File: config.mk
export PLATFORM = sky130hd
export DESIGN_NAME = eef_bus_front_end
export DESIGN_NICKNAME = d
export VERILOG_FILES = /design/src/design/eef_pkg.sv /design/src/design/eef_bus_front_end.sv
export SDC_FILE = /design/constraint.sdc
export NUM_CORES = 1
export LEC_CHECK = 0
export ABC_AREA = 1
export BUFFER_PORTS_ARGS = -buffer_cell sky130_fd_sc_hd__buf_4
export CORE_UTILIZATION = 50
export CTS_CLUSTER_SIZE = 8
export DETAILED_ROUTE_END_ITERATION = 7
export PLACE_DENSITY = 0.69
export SETUP_SLACK_MARGIN = 0.05
export SLEW_MARGIN = 10
export SYNTH_ARGS = -nofsm -noshare
export SYNTH_HDL_FRONTEND = slang
export SYNTH_HIERARCHICAL = 1
export SYNTH_SLANG_ARGS = --single-unit
File: constraint.sdc
create_clock -name mclk -period 7.5 [get_ports mclk]
set_input_delay 0.75 -clock mclk [delete_from_list [all_inputs] [get_ports mclk]]
set_output_delay 0.75 -clock mclk [all_outputs]
set_load 0.01 [all_outputs]
File: src/design/eef_pkg.sv
// constants, types and state encodings shared by the serial memory bus front end
package eef_pkg;

  // ****************************************************************
  // framing
  // ****************************************************************
  localparam logic [3:0]  BYTE_BITS     = 4'h8;     // bits in every address or data word
  localparam logic [3:0]  BIT_CNT_RST   = 4'h0;     // bit counter after reset or start
  localparam int unsigned FIFO_DEPTH    = 16;       // received words held before the array side
  localparam int unsigned WORD_ADDR_W   = 11;       // widest word address of the family
  localparam logic [3:0]  DEV_TYPE_RST  = 4'h5;     // type code default, value is arbitrary

  // ****************************************************************
  // array organisation per density
  // ****************************************************************
  localparam logic [10:0] ARRAY_MASK_S  = 11'h0ff;  // 32 pages of 8 bytes
  localparam logic [10:0] ARRAY_MASK_M  = 11'h1ff;  // 32 pages of 16 bytes
  localparam logic [10:0] ARRAY_MASK_L  = 11'h3ff;  // 64 pages of 16 bytes
  localparam logic [10:0] ARRAY_MASK_XL = 11'h7ff;  // 128 pages of 16 bytes
  localparam logic [10:0] PAGE_OFS_8    = 11'h007;  // byte offset inside an 8-byte page
  localparam logic [10:0] PAGE_OFS_16   = 11'h00f;  // byte offset inside a 16-byte page
  localparam logic [10:0] WORD_ADDR_RST = 11'h000;  // word address after reset

  // ****************************************************************
  // types
  // ****************************************************************
  // density variant, picks strap compare and page bits
  typedef enum logic [1:0] {
    EEF_VAR_S  = 2'h0,
    EEF_VAR_M  = 2'h1,
    EEF_VAR_L  = 2'h2,
    EEF_VAR_XL = 2'h3
  } eef_variant_type;

  // bus states, gray coded along the write path
  typedef enum logic [2:0] {
    EEF_ST_IDLE   = 3'h0,
    EEF_ST_DEVADR = 3'h1,
    EEF_ST_DEVACK = 3'h3,
    EEF_ST_WADR   = 3'h2,
    EEF_ST_WACK   = 3'h6,
    EEF_ST_DATA   = 3'h7,
    EEF_ST_DACK   = 3'h5,
    EEF_ST_READ   = 3'h4
  } eef_state_type;

  // bus pin pair as sampled
  typedef struct packed {
    logic scl;
    logic sda;
  } eef_pins_type;

  // one received write byte with its array address
  typedef struct packed {
    logic [10:0] addr;
    logic [7:0]  data;
  } eef_wr_word_type;

endpackage : eef_pkg

File: src/design/eef_bus_front_end.sv
// two-wire slave front end with strap matching, write guard and write fifo
// Contract
// - sample on clock rise, drive after fall
// - data line only pulled low or released
// - data changes only while clock low
// - falling data, clock high: start
// - rising data, clock high: stop, standby
// - eight-bit words, acknowledge on ninth clock
// - standby at power-up and after stop
// - address word begins with type code
// - smallest density compares all three straps
// - second density compares two, one page bit
// - third density compares one, two page bits
// - largest density compares none, three page bits
// - page bits are top word address bits
// - last address bit selects read or write
// - ack on match, else standby until start
// - write guard high blocks all writes
// - smallest array: 32 pages of 8
// - second array: 32 pages of 16
// - third array: 64 pages of 16
// - largest array: 128 pages of 16
// - no acknowledge during internal write cycle
`timescale 1ns/10ps
// ****************************************************************
// write fifo
// ****************************************************************
module eef_fifo #(
  parameter int unsigned WIDTH = 19,
  parameter int unsigned DEPTH = 16
) (
  input  wire logic             mclk,
  input  wire logic             reset,
  input  wire logic             in_valid,
  output logic                  in_ready,
  input  wire logic [WIDTH-1:0] in_data,
  output logic                  out_valid,
  input  wire logic             out_ready,
  output logic [WIDTH-1:0]      out_data
);
  localparam int unsigned PW = $clog2(DEPTH);
  logic [WIDTH-1:0] mem_ff [DEPTH];    // storage, flip-flops
  logic [PW-1:0]    wr_ptr_ff;         // next slot to fill
  logic [PW-1:0]    rd_ptr_ff;         // next slot to drain
  logic [PW:0]      count_ff;          // words held
  logic             do_wr;
  logic             do_rd;
  assign in_ready  = (count_ff != (PW+1)'(DEPTH));
  assign out_valid = (count_ff != '0);
  assign out_data  = mem_ff[rd_ptr_ff];
  assign do_wr     = in_valid && in_ready;
  assign do_rd     = out_valid && out_ready;
  // storage write, no reset needed on data
  always_ff @(posedge mclk) begin
    if (do_wr) begin
      mem_ff[wr_ptr_ff] <= in_data;
    end
  end
  // pointers and fill level
  always_ff @(posedge mclk) begin
    if (reset) begin
      wr_ptr_ff <= '0;
      rd_ptr_ff <= '0;
      count_ff  <= '0;
    end else begin
      if (do_wr) begin
        wr_ptr_ff <= wr_ptr_ff + PW'(1);
      end
      if (do_rd) begin
        rd_ptr_ff <= rd_ptr_ff + PW'(1);
      end
      count_ff <= count_ff + (PW+1)'(do_wr) - (PW+1)'(do_rd);
    end
  end
endmodule : eef_fifo
// ****************************************************************
// bus front end
// ****************************************************************
module eef_bus_front_end #(
  parameter logic [3:0] DEV_TYPE = eef_pkg::DEV_TYPE_RST  // type code, value is arbitrary
) (
  input  wire logic                     mclk,
  input  wire logic                     reset,
  input  wire logic                     scl_in,
  input  wire logic                     sda_in,
  output logic                          sda_out,
  output logic                          sda_oe,
  input  wire logic                     strap_bit_high,
  input  wire logic                     strap_bit_mid,
  input  wire logic                     strap_bit_low,
  input  wire logic                     write_guard,
  input  wire eef_pkg::eef_variant_type variant,
  input  wire logic                     write_busy,
  output logic                          wr_valid,
  input  wire logic                     wr_ready,
  output eef_pkg::eef_wr_word_type      wr_word,
  output logic                          standby,
  output logic                          selected,
  output logic                          read_mode,
  output logic [10:0]                   word_addr,
  output logic                          guard_hit
);
  // ****************************************************************
  // helpers
  // ****************************************************************
  // strap compare per density
  function automatic logic addr_match(eef_pkg::eef_variant_type v, logic [2:0] hdr, logic [2:0] strap);
    case (v)
      eef_pkg::EEF_VAR_S:  addr_match = (hdr == strap);
      eef_pkg::EEF_VAR_M:  addr_match = (hdr[2:1] == strap[2:1]);
      eef_pkg::EEF_VAR_L:  addr_match = (hdr[2] == strap[2]);
      default:             addr_match = 1'b1;
    endcase
  endfunction : addr_match
  // header bits reused as upper word address bits
  function automatic logic [10:0] page_bits(eef_pkg::eef_variant_type v, logic [2:0] hdr);
    case (v)
      eef_pkg::EEF_VAR_S:  page_bits = 11'h000;
      eef_pkg::EEF_VAR_M:  page_bits = {2'h0, hdr[0], 8'h00};
      eef_pkg::EEF_VAR_L:  page_bits = {1'h0, hdr[1:0], 8'h00};
      default:             page_bits = {hdr, 8'h00};
    endcase
  endfunction : page_bits
  // bits that walk inside one page
  function automatic logic [10:0] page_ofs(eef_pkg::eef_variant_type v);
    page_ofs = (v == eef_pkg::EEF_VAR_S) ? eef_pkg::PAGE_OFS_8 : eef_pkg::PAGE_OFS_16;
  endfunction : page_ofs
  // address bits the array really has
  function automatic logic [10:0] array_mask(eef_pkg::eef_variant_type v);
    case (v)
      eef_pkg::EEF_VAR_S:  array_mask = eef_pkg::ARRAY_MASK_S;
      eef_pkg::EEF_VAR_M:  array_mask = eef_pkg::ARRAY_MASK_M;
      eef_pkg::EEF_VAR_L:  array_mask = eef_pkg::ARRAY_MASK_L;
      default:             array_mask = eef_pkg::ARRAY_MASK_XL;
    endcase
  endfunction : array_mask
  // ****************************************************************
  // declarations
  // ****************************************************************
  eef_pkg::eef_pins_type    pin_meta_ff;    // first stage, read only by second
  eef_pkg::eef_pins_type    pin_sync_ff;    // settled pin levels
  eef_pkg::eef_pins_type    pin_prev_ff;    // levels one clock earlier
  logic [3:0]               strap_meta_ff;  // straps and guard, first stage
  logic [3:0]               strap_sync_ff;  // straps and guard, settled
  eef_pkg::eef_state_type   state_ff;       // bus state
  logic [3:0]               bit_cnt_ff;     // bits taken in current word
  logic [7:0]               shift_ff;       // received word, msb first
  logic [10:0]              page_ff;        // page bits caught from header
  logic [10:0]              word_addr_ff;   // current word address
  logic                     sda_oe_ff;      // pulling the data line low
  logic                     sda_out_ff;     // driven level, always low
  logic                     read_mode_ff;   // direction bit of last matched header
  logic                     standby_ff;     // low-power standby
  logic                     selected_ff;    // header matched and taken
  logic                     guard_hit_ff;   // a write byte was dropped by the guard
  logic                     scl_rise;
  logic                     scl_fall;
  logic                     start_det;
  logic                     stop_det;
  logic                     byte_done;
  logic                     dev_ok;
  logic                     ack_state;
  logic                     ack_now;
  logic                     guard_s;
  logic                     push;
  logic                     fifo_ready;
  logic [2:0]               strap_s;
  eef_pkg::eef_wr_word_type push_word;
  logic [10:0]              ofs;
  // ****************************************************************
  // pin synchronisers and bus events
  // ****************************************************************
  // two flops on every pin; bus idles high so that is the reset level
  always_ff @(posedge mclk) begin
    if (reset) begin
      pin_meta_ff <= 2'h3;
      pin_sync_ff <= 2'h3;
      pin_prev_ff <= 2'h3;
    end else begin
      pin_meta_ff <= '{scl: scl_in, sda: sda_in};
      pin_sync_ff <= pin_meta_ff;
      pin_prev_ff <= pin_sync_ff;
    end
  end
  // straps and guard are slow levels but still come from pins
  always_ff @(posedge mclk) begin
    if (reset) begin
      strap_meta_ff <= 4'h0;
      strap_sync_ff <= 4'h0;
    end else begin
      strap_meta_ff <= {write_guard, strap_bit_high, strap_bit_mid, strap_bit_low};
      strap_sync_ff <= strap_meta_ff;
    end
  end
  assign strap_s  = strap_sync_ff[2:0];
  assign guard_s  = strap_sync_ff[3];
  assign scl_rise = pin_sync_ff.scl && !pin_prev_ff.scl;
  assign scl_fall = !pin_sync_ff.scl && pin_prev_ff.scl;
  assign start_det = pin_sync_ff.scl && pin_prev_ff.scl && pin_prev_ff.sda && !pin_sync_ff.sda;
  assign stop_det  = pin_sync_ff.scl && pin_prev_ff.scl && !pin_prev_ff.sda && pin_sync_ff.sda;
  assign byte_done = scl_fall && (bit_cnt_ff == eef_pkg::BYTE_BITS);
  assign ack_state = (state_ff == eef_pkg::EEF_ST_DEVACK) || (state_ff == eef_pkg::EEF_ST_WACK)
                     || (state_ff == eef_pkg::EEF_ST_DACK);
  assign dev_ok = (shift_ff[7:4] == DEV_TYPE) && addr_match(variant, shift_ff[3:1], strap_s) && !write_busy;
  // with the guard low, a full fifo refuses the byte so the master sees no acknowledge
  assign ack_now = byte_done && (((state_ff == eef_pkg::EEF_ST_DEVADR) && dev_ok)
                   || (state_ff == eef_pkg::EEF_ST_WADR)
                   || ((state_ff == eef_pkg::EEF_ST_DATA) && (fifo_ready || guard_s)));
  // guard stops the byte reaching the array
  assign push = byte_done && (state_ff == eef_pkg::EEF_ST_DATA) && fifo_ready && !guard_s;
  assign push_word = '{addr: word_addr_ff, data: shift_ff};
  assign ofs = page_ofs(variant);
  // ****************************************************************
  // bit collection
  // ****************************************************************
  // shift on clock rise, eight bits per word
  always_ff @(posedge mclk) begin
    if (reset) begin
      bit_cnt_ff <= eef_pkg::BIT_CNT_RST;
      shift_ff   <= 8'h00;
    end else if (start_det) begin
      bit_cnt_ff <= eef_pkg::BIT_CNT_RST;
    end else if (scl_rise && (bit_cnt_ff != eef_pkg::BYTE_BITS) && !ack_state) begin
      bit_cnt_ff <= bit_cnt_ff + 4'h1;
      shift_ff   <= {shift_ff[6:0], pin_sync_ff.sda};
    end else if (scl_fall && ack_state) begin
      // ninth clock over, next word starts
      bit_cnt_ff <= eef_pkg::BIT_CNT_RST;
    end
  end
  // ****************************************************************
  // state machine
  // ****************************************************************
  always_ff @(posedge mclk) begin
    if (reset) begin
      state_ff <= eef_pkg::EEF_ST_IDLE;
    end else if (start_det) begin
      state_ff <= eef_pkg::EEF_ST_DEVADR;
    end else if (stop_det) begin
      state_ff <= eef_pkg::EEF_ST_IDLE;
    end else begin
      case (state_ff)
        eef_pkg::EEF_ST_IDLE: state_ff <= eef_pkg::EEF_ST_IDLE;
        eef_pkg::EEF_ST_DEVADR: begin
          // mismatch waits for the next start
          if (byte_done) begin
            state_ff <= dev_ok ? eef_pkg::EEF_ST_DEVACK : eef_pkg::EEF_ST_IDLE;
          end
        end
        eef_pkg::EEF_ST_DEVACK: begin
          if (scl_fall) begin
            state_ff <= shift_ff[0] ? eef_pkg::EEF_ST_READ : eef_pkg::EEF_ST_WADR;
          end
        end
        eef_pkg::EEF_ST_WADR: begin
          if (byte_done) begin
            state_ff <= eef_pkg::EEF_ST_WACK;
          end
        end
        eef_pkg::EEF_ST_WACK, eef_pkg::EEF_ST_DACK: begin
          if (scl_fall) begin
            state_ff <= eef_pkg::EEF_ST_DATA;
          end
        end
        eef_pkg::EEF_ST_DATA: begin
          // a refused byte leaves the bus until the next start
          if (byte_done) begin
            state_ff <= ack_now ? eef_pkg::EEF_ST_DACK : eef_pkg::EEF_ST_IDLE;
          end
        end
        // reading is served elsewhere; line stays released
        eef_pkg::EEF_ST_READ: state_ff <= eef_pkg::EEF_ST_READ;
        default: state_ff <= eef_pkg::EEF_ST_IDLE;
      endcase
    end
  end
  // ****************************************************************
  // data line drive
  // ****************************************************************
  // only a low is ever driven
  always_ff @(posedge mclk) begin
    sda_out_ff <= 1'b0;
  end
  // pull low after eighth fall, release after ninth
  always_ff @(posedge mclk) begin
    if (reset || start_det || stop_det) begin
      sda_oe_ff <= 1'b0;
    end else if (ack_now) begin
      sda_oe_ff <= 1'b1;
    end else if (scl_fall && ack_state) begin
      sda_oe_ff <= 1'b0;
    end
  end

  // ****************************************************************
  // word address
  // ****************************************************************
  always_ff @(posedge mclk) begin
    if (reset) begin
      page_ff      <= eef_pkg::WORD_ADDR_RST;
      word_addr_ff <= eef_pkg::WORD_ADDR_RST;
      read_mode_ff <= 1'b0;
    end else if ((state_ff == eef_pkg::EEF_ST_DEVADR) && byte_done && dev_ok) begin
      page_ff      <= page_bits(variant, shift_ff[3:1]);
      read_mode_ff <= shift_ff[0];
    end else if ((state_ff == eef_pkg::EEF_ST_WADR) && byte_done) begin
      // page on top, cut to array size
      word_addr_ff <= (page_ff | {3'h0, shift_ff}) & array_mask(variant);
    end else if ((state_ff == eef_pkg::EEF_ST_DATA) && ack_now) begin
      // offset wraps inside its page, page row is kept
      word_addr_ff <= (word_addr_ff & ~ofs) | ((word_addr_ff + 11'h001) & ofs);
    end
  end

  // ****************************************************************
  // status
  // ****************************************************************
  // standby from power-up, again once idle and not writing
  always_ff @(posedge mclk) begin
    if (reset) begin
      standby_ff   <= 1'b1;
      selected_ff  <= 1'b0;
      guard_hit_ff <= 1'b0;
    end else begin
      standby_ff   <= (state_ff == eef_pkg::EEF_ST_IDLE) && !write_busy;
      selected_ff  <= (state_ff != eef_pkg::EEF_ST_IDLE) && (state_ff != eef_pkg::EEF_ST_DEVADR);
      guard_hit_ff <= byte_done && (state_ff == eef_pkg::EEF_ST_DATA) && guard_s;
    end
  end
  // ****************************************************************
  // write fifo, back-pressure turns into a missing acknowledge
  // ****************************************************************
  eef_fifo #(
    .WIDTH ($bits(eef_pkg::eef_wr_word_type)),
    .DEPTH (eef_pkg::FIFO_DEPTH)
  ) u_fifo (
    .mclk      (mclk),
    .reset     (reset),
    .in_valid  (push),
    .in_ready  (fifo_ready),
    .in_data   (push_word),
    .out_valid (wr_valid),
    .out_ready (wr_ready),
    .out_data  (wr_word)
  );
  assign sda_out   = sda_out_ff;
  assign sda_oe    = sda_oe_ff;
  assign standby   = standby_ff;
  assign selected  = selected_ff;
  assign read_mode = read_mode_ff;
  assign word_addr = word_addr_ff;
  assign guard_hit = guard_hit_ff;
endmodule : eef_bus_front_end

==> impl_metrics.yaml, run 1 <==
power:
  p_leak_uw: 0.00788
  ir_drop_uv: 157
  powerDensity_nw_per_um2: 287
  p_total_uw: 5190
floorplanning:
  dieWidth_um: 181
  die_area_um2: 32800
  io_pins: 49
  core_area_um2: 31600
  die_h_um: 181
  start_util_pct: 50.8
  core.rowCount: 65
clock_network:
  cts-buffers-inserted: 52
  hold_buffers: 0
  post_cts_resized: 0
  path_clk_slew_ps: 40
  clockBufferDepth: 3
  h-tree-depth: 2
  clkLatencyLatePin_ps: 550
  root_buffer: "clkbuf_16"
  cts_tree: "yes"
  cts.sinks: 369
  post_cts_buffers: 0
logic_synthesis:
  syn-num-nets: 1674
  seq_area_frac_synth_pct: 65.1
  synth.distinct_cells: 37
  synthCells: 1647
  synth_area_um2: 16000
  ys_ff_latch: 369
  avgSynthCellArea_um2: 9.72
  synth-edff-count: 304
  yosys-top-cells-area: "edfxtp_1, nand2_1, dfxtp_1, nand3_1, inv_1"
  yosysTopAreaCellShare_pct: 57.0
  ys_warn_count: 6
  synth_top_area_cell: "edfxtp_1"
  synthFlopType: "edfxtp_1"
  async_flop_share_pct: 0
timing:
  slew_viol_final: 0
  rsz0062_at_grt: "no"
  finClkSkew_ps: 14.0
  min_period_ps: 4460
  clock.fmax_mhz: 224
  finalSetupTns_ps: 0
  tightest_slew_ps: 1170
  hold_ws_ps: 398
  min_period_over_period_pct: 59.4
  setup_violations: 0
  hold_viol_final: 0
  worst_slack_ps: 3040
  maxSlewHeadroom_pct: 22.1
placement:
  gp_congestion: 0.811
  placed_cells: 2053
  place_ws_ps: 3610
  port_buffers: 47
  hpwlAfterDp_um: 21000
global_route:
  overflow: 0
  grt_antenna_before_repair: 0
  grtUsageMet1_pct: 31.3
  grt.total_usage_pct: 23.7
  grt_busiest_layer: "met2"
  grt_start_max_net_pins: 104
  use_met2_pct: 38.7
  grt_pass1_vias: 10900
  grt_pass1_wl_um: 59700
  grt_use_met3_pct: 4.11
critical_path:
  crit_path_max_fanout: 77
  slowest_stage: "clkinv_2"
  worstPathArrival_ps: 3710
  cp_cell_sequence: "buf_4 > clkinv_2 > buf_4 > nand3_1 > nand3_1 > nand3_1 > nand2_1 > buf_4"
  start_kind: "flip-flop"
  cp-end-kind: "output port"
  worstPathRequired_ps: 6750
  max_stage_delay_ps: 800
  crit_type: "reg2out"
run_status:
  run_status: "finished clean"
routing:
  drc_errors: 0
  wl_per_cell_um: 17.9
  vias_per_cell: 5.30
  drt_iter0_drc: 1026
  wl_um: 37900
  vias: 11300
  drt-pass1-iter-count: 5
  antenna_left: 0
hold_path:
  hold_path_class: "in2reg"
layout:
  final_nets: 1732
  drive_gt1_share_pct: 9.93
  areaGrowthSynthToFinish_pct: 13.1
  fin_cells: 2124
  diodes: 0
flow_run:
  drv_cap: 0
==> worst max-delay path, delay by kind of cell (launching register included) <==
kind / cells / cell delay [ps]
buffers and inverters: 4 / 2250
flip-flops: 1 / 310
AND/OR/NAND/NOR: 4 / 580
==> stage by stage <==
step	instance area (um^2)	util [%]
2_1_floorplan	16000	-
3_3_place_gp	16700	53.0
3_5_place_dp	16700	53.0
4_1_cts	18100	57.4
5_1_grt	18100	57.4
6_report	18100	57.4
==> cells in the final DEF, fill, tap and decap left out <==
master     count
dfxtp_2        2
buf_4         73
fa_1           1
clkinv_4       1
a21oi_1       26
edfxtp_1     304
nand2_1      472
inv_2          6
nor2_4         1
clkbuf_16     53
inv_4          1
o21ai_2        1
clkbuf_1      17
o21ai_0       26
nand3_2        2
nor3_1         2
or2_2          4
nor2_2        18
a211o_1        1
inv_1        293
conb_1         1
nand2_2        4
dfxtp_1       62
nand4_1        6
clkinv_2       2
nor3_2         1
xor2_1         4
clkinv_1       1
ha_1          14
xnor2_1        1
dfxtp_4        1
and3_1         2
nand2_4        1
nand3_1      252
a211oi_1       1
o21ai_1        4
nor2_1        61
==> routing by layer <==
metal  part of all wire [%]  vias up
li1                       -     5374
met5                      0        -
met1                     42     5276
met4                    4.1        0
met2                     46      490
met3                    8.2      124
==> cells in the mapped netlist, types with 5 or more instances <==
library cell / count
a21oi_1: 26
buf_1: 5
buf_2: 25
buf_4: 21
clkbuf_1: 13
dfxtp_1: 65
edfxtp_1: 304
ha_1: 14
inv_1: 293
inv_2: 7
nand2_1: 472
nand3_1: 252
nand4_1: 6
nor2_1: 77
o21ai_0: 26
==> final timing paths <==
path / startpoint / cells past startpoint / slack [ps] / end
max: flip-flop / 8 / 3040 / wr_word[15]
min: sda_in / 2 / 400 / pin_meta_ff[0]
max reg2reg: bit_cnt_ff[0] / 13 / 4220 / u_fifo/mem_ff[15][4]
min reg2reg: pin_meta_ff[1] / 1 / 400 / pin_sync_ff[1]
==> layout make-up <==
cell class | instances | area (um^2)
well taps | 402 | 503
clock inverters | 1 | 8.76
repair buffers | 73 | 548
multi-input cells | 906 | 4090
clock buffers | 70 | 1390
inverters | 303 | 1140
fillers | 2642 | 13400
flip-flops and latches | 369 | 10400
==> cells by family after synthesis <==
kind of cell    synth area share, %
simple gates                   21.8
buf+inv                        9.62
flops                          65.1
compound gates                 1.91
fa+ha+maj                      1.22
xor+xnor                      0.273
other cells                  0.0234
==> power breakdown <==
part / leakage (uW) / internal, uW / switching (uW) / total (uW)
Combinational: 0.00376 / 299 / 556 / 855
Clock: 0.000677 / 1260 / 787 / 2050
Sequential: 0.00344 / 2220 / 64.8 / 2290
Total: 0.00788 / 3780 / 1410 / 5190
==> registers in the layout (all words and copies together), names as in the netlist, named ones only <==
name	flops
u_fifo/mem_ff	304
word_addr	10
shift_ff	8
u_fifo/count_ff	5
bit_cnt_ff	4
strap_meta_ff	4
strap_sync_ff	4
u_fifo/rd_ptr_ff	4
u_fifo/wr_ptr_ff	4
page_ff	3
state_ff	3
pin_meta_ff	2
pin_prev_ff	2
pin_sync_ff	2
guard_hit	1
read_mode	1
sda_oe	1
selected	1
standby	1
Power figures use the tool's default switching activity.
==> run 2, diff against run 1 <==
==> constraint.sdc (replaced) <==
create_clock -name mclk -period 4.1 [get_ports mclk]
set_input_delay 0.41 -clock mclk [delete_from_list [all_inputs] [get_ports mclk]]
set_output_delay 0.41 -clock mclk [all_outputs]
set_load 0.01 [all_outputs]
==> run 2 against run 1 <==
Against the previous run:
- sequential share of layout area decreased by 0.11 points
- utilization increased by 0.11 points
- via count decreased by 1.6%
- final cell count about the same
- final area increased by 0.19%
- clock power increased by 82%
- die area unchanged
- combinational power increased by 99%
- non-clock buffer count increased by 1
- setup slack got worse by 2300 ps
- critical path type unchanged
- highest routed layer unchanged
==> impl_metrics.yaml, run 2 (synthesis gave the netlist of run 1 again) <==
layout:
  seq_area_um2: 10400
  areaGrowthSynthToFinish_pct: 13.3
  drive_gt1_share_pct: 9.98
  diodes: 0
  final_nets: 1733
  multiInputGateArea_um2: 4090
  design_area_um2: 18100
  fillers: 2650
  regMostFlops: "u_fifo/mem_ff"
  final_common_cell: "nand2_1"
  largest_register_ffs: 304
  layout_common_cells: "nand2_1, edfxtp_1, inv_1"
timing:
  finalSetupTns_ps: 0
  clock.fmax_mhz: 299
  setup_violations: 0
  rsz0062_at_grt: "no"
  tightest_slew_ps: 1120
  hold_viol_final: 0
  min_period_over_period_pct: 81.6
  finClkSkew_ps: 18.6
  slew_viol_final: 0
  min_period_ps: 3350
  maxSlewHeadroom_pct: 25.2
floorplanning:
  core.rowCount: 65
  die_area_um2: 32800
  core_area_um2: 31600
  die_h_um: 181
  io_pins: 49
  dieWidth_um: 181
  start_util_pct: 50.8
global_route:
  grt_start_max_net_pins: 77
  grt_antenna_before_repair: 0
  grt_pass1_wl_um: 59800
  grt_pass1_vias: 10800
  grt.total_usage_pct: 24.0
  overflow: 0
power:
  p_total_uw: 9580
  ir_drop_uv: 282
  p_leak_uw: 0.00790
  powerDensity_nw_per_um2: 528
routing:
  antenna_left: 0
  drt_iter0_drc: 1044
  vias: 11100
  drt-pass1-iter-count: 6
  vias_per_cell: 5.22
  drc_errors: 0
  wl_um: 38300
  wl_per_cell_um: 18.0
clock_network:
  cts.sinks: 369
  hold_buffers: 0
  post_cts_buffers: 0
  path_clk_slew_ps: 50
  clockBufferDepth: 3
  root_buffer: "clkbuf_16"
  clkLatencyLatePin_ps: 540
  cts-buffers-inserted: 52
  post_cts_resized: 0
  cts_tree: "yes"
  h-tree-depth: 2
run_status:
  run_status: "finished clean"
critical_path:
  worstPathArrival_ps: 2940
  crit_type: "reg2out"
  cp-end-kind: "output port"
  r2r_start: "bit_cnt_ff[0]"
  crit_path_max_fanout: 65
  start_kind: "flip-flop"
  worstPathRequired_ps: 3690
placement:
  port_buffers: 47
  hpwlAfterDp_um: 22300
  gp_congestion: 0.821
  placed_area_um2: 16700
hold_path:
  hold_path_class: "in2reg"
  hold_start: "scl_in"
flow_run:
  drv_cap: 0
## run 2: cell types whose count changed in the layout (fill, tap and decap cells not counted)
cell	previous run	this run
buf_12	0	2
clkinv_2	2	1
inv_2	6	7
clkbuf_1	17	18
buf_4	73	72
## run 2: power by group
| part | total (uW) | internal (uW) | leakage [uW] | switching [uW] |
|---|---|---|---|---|
| clock | 3730 | 2310 | 0.000679 | 1420 |
| combinational | 1700 | 559 | 0.00378 | 1140 |
| sequential | 4150 | 4070 | 0.00344 | 81.5 |
## run 2: cell type report
type	count	area share (%)
Inverter	303	6.29
Clock inverter	1	0.0483
Tap cell	402	2.77
Timing Repair Buffer	74	3.20
Clock buffer	71	7.68
Sequential cell	369	57.5
Multi-Input combinational cell	906	22.5
## run 2: critical path, stage by stage, from the launching register on
cell and delay [ps]:
dfxtp_4 480, inv_4 590, buf_4 440, nand2_1 90, nand2_1 70, nand2_1 50, nand3_1 120, nand3_1 200
nand2_1 150, buf_4 130
## run 2: final timing paths
kind,endpoint,slack (ps),cells past startpoint
setup / recovery,wr_word[12],750,9
hold / removal,pin_meta_ff[1],50,2
setup reg to reg,u_fifo/mem_ff[15][12],990,12
hold reg to reg,strap_sync_ff[3],400,2
## run 2: routing by layer
layer	GRT usage [%]	vias to the layer above	share of wire, %	routed length [um]
li1	-	5380	-	-
met3	3.91	68	6.9	2640
met1	31.4	5227	42	16100
met2	40.3	413	48	18500
met5	0	-	0	0
met4	8.88	0	3.0	1130
## run 2: stage by stage
stage | hold slack (ps) | cells | setup slack, ps | util (%)
2_1_floorplan | 388 | 1647 | 1400 | -
3_3_place_gp | 394 | 2054 | 1130 | 53.1
3_5_place_dp | 394 | 2054 | 1050 | 53.1
4_1_cts | 27.4 | 2126 | 776 | 57.5
5_1_grt | 31.9 | 2126 | 566 | 57.5
6_report | 47.7 | 2126 | 754 | 57.5
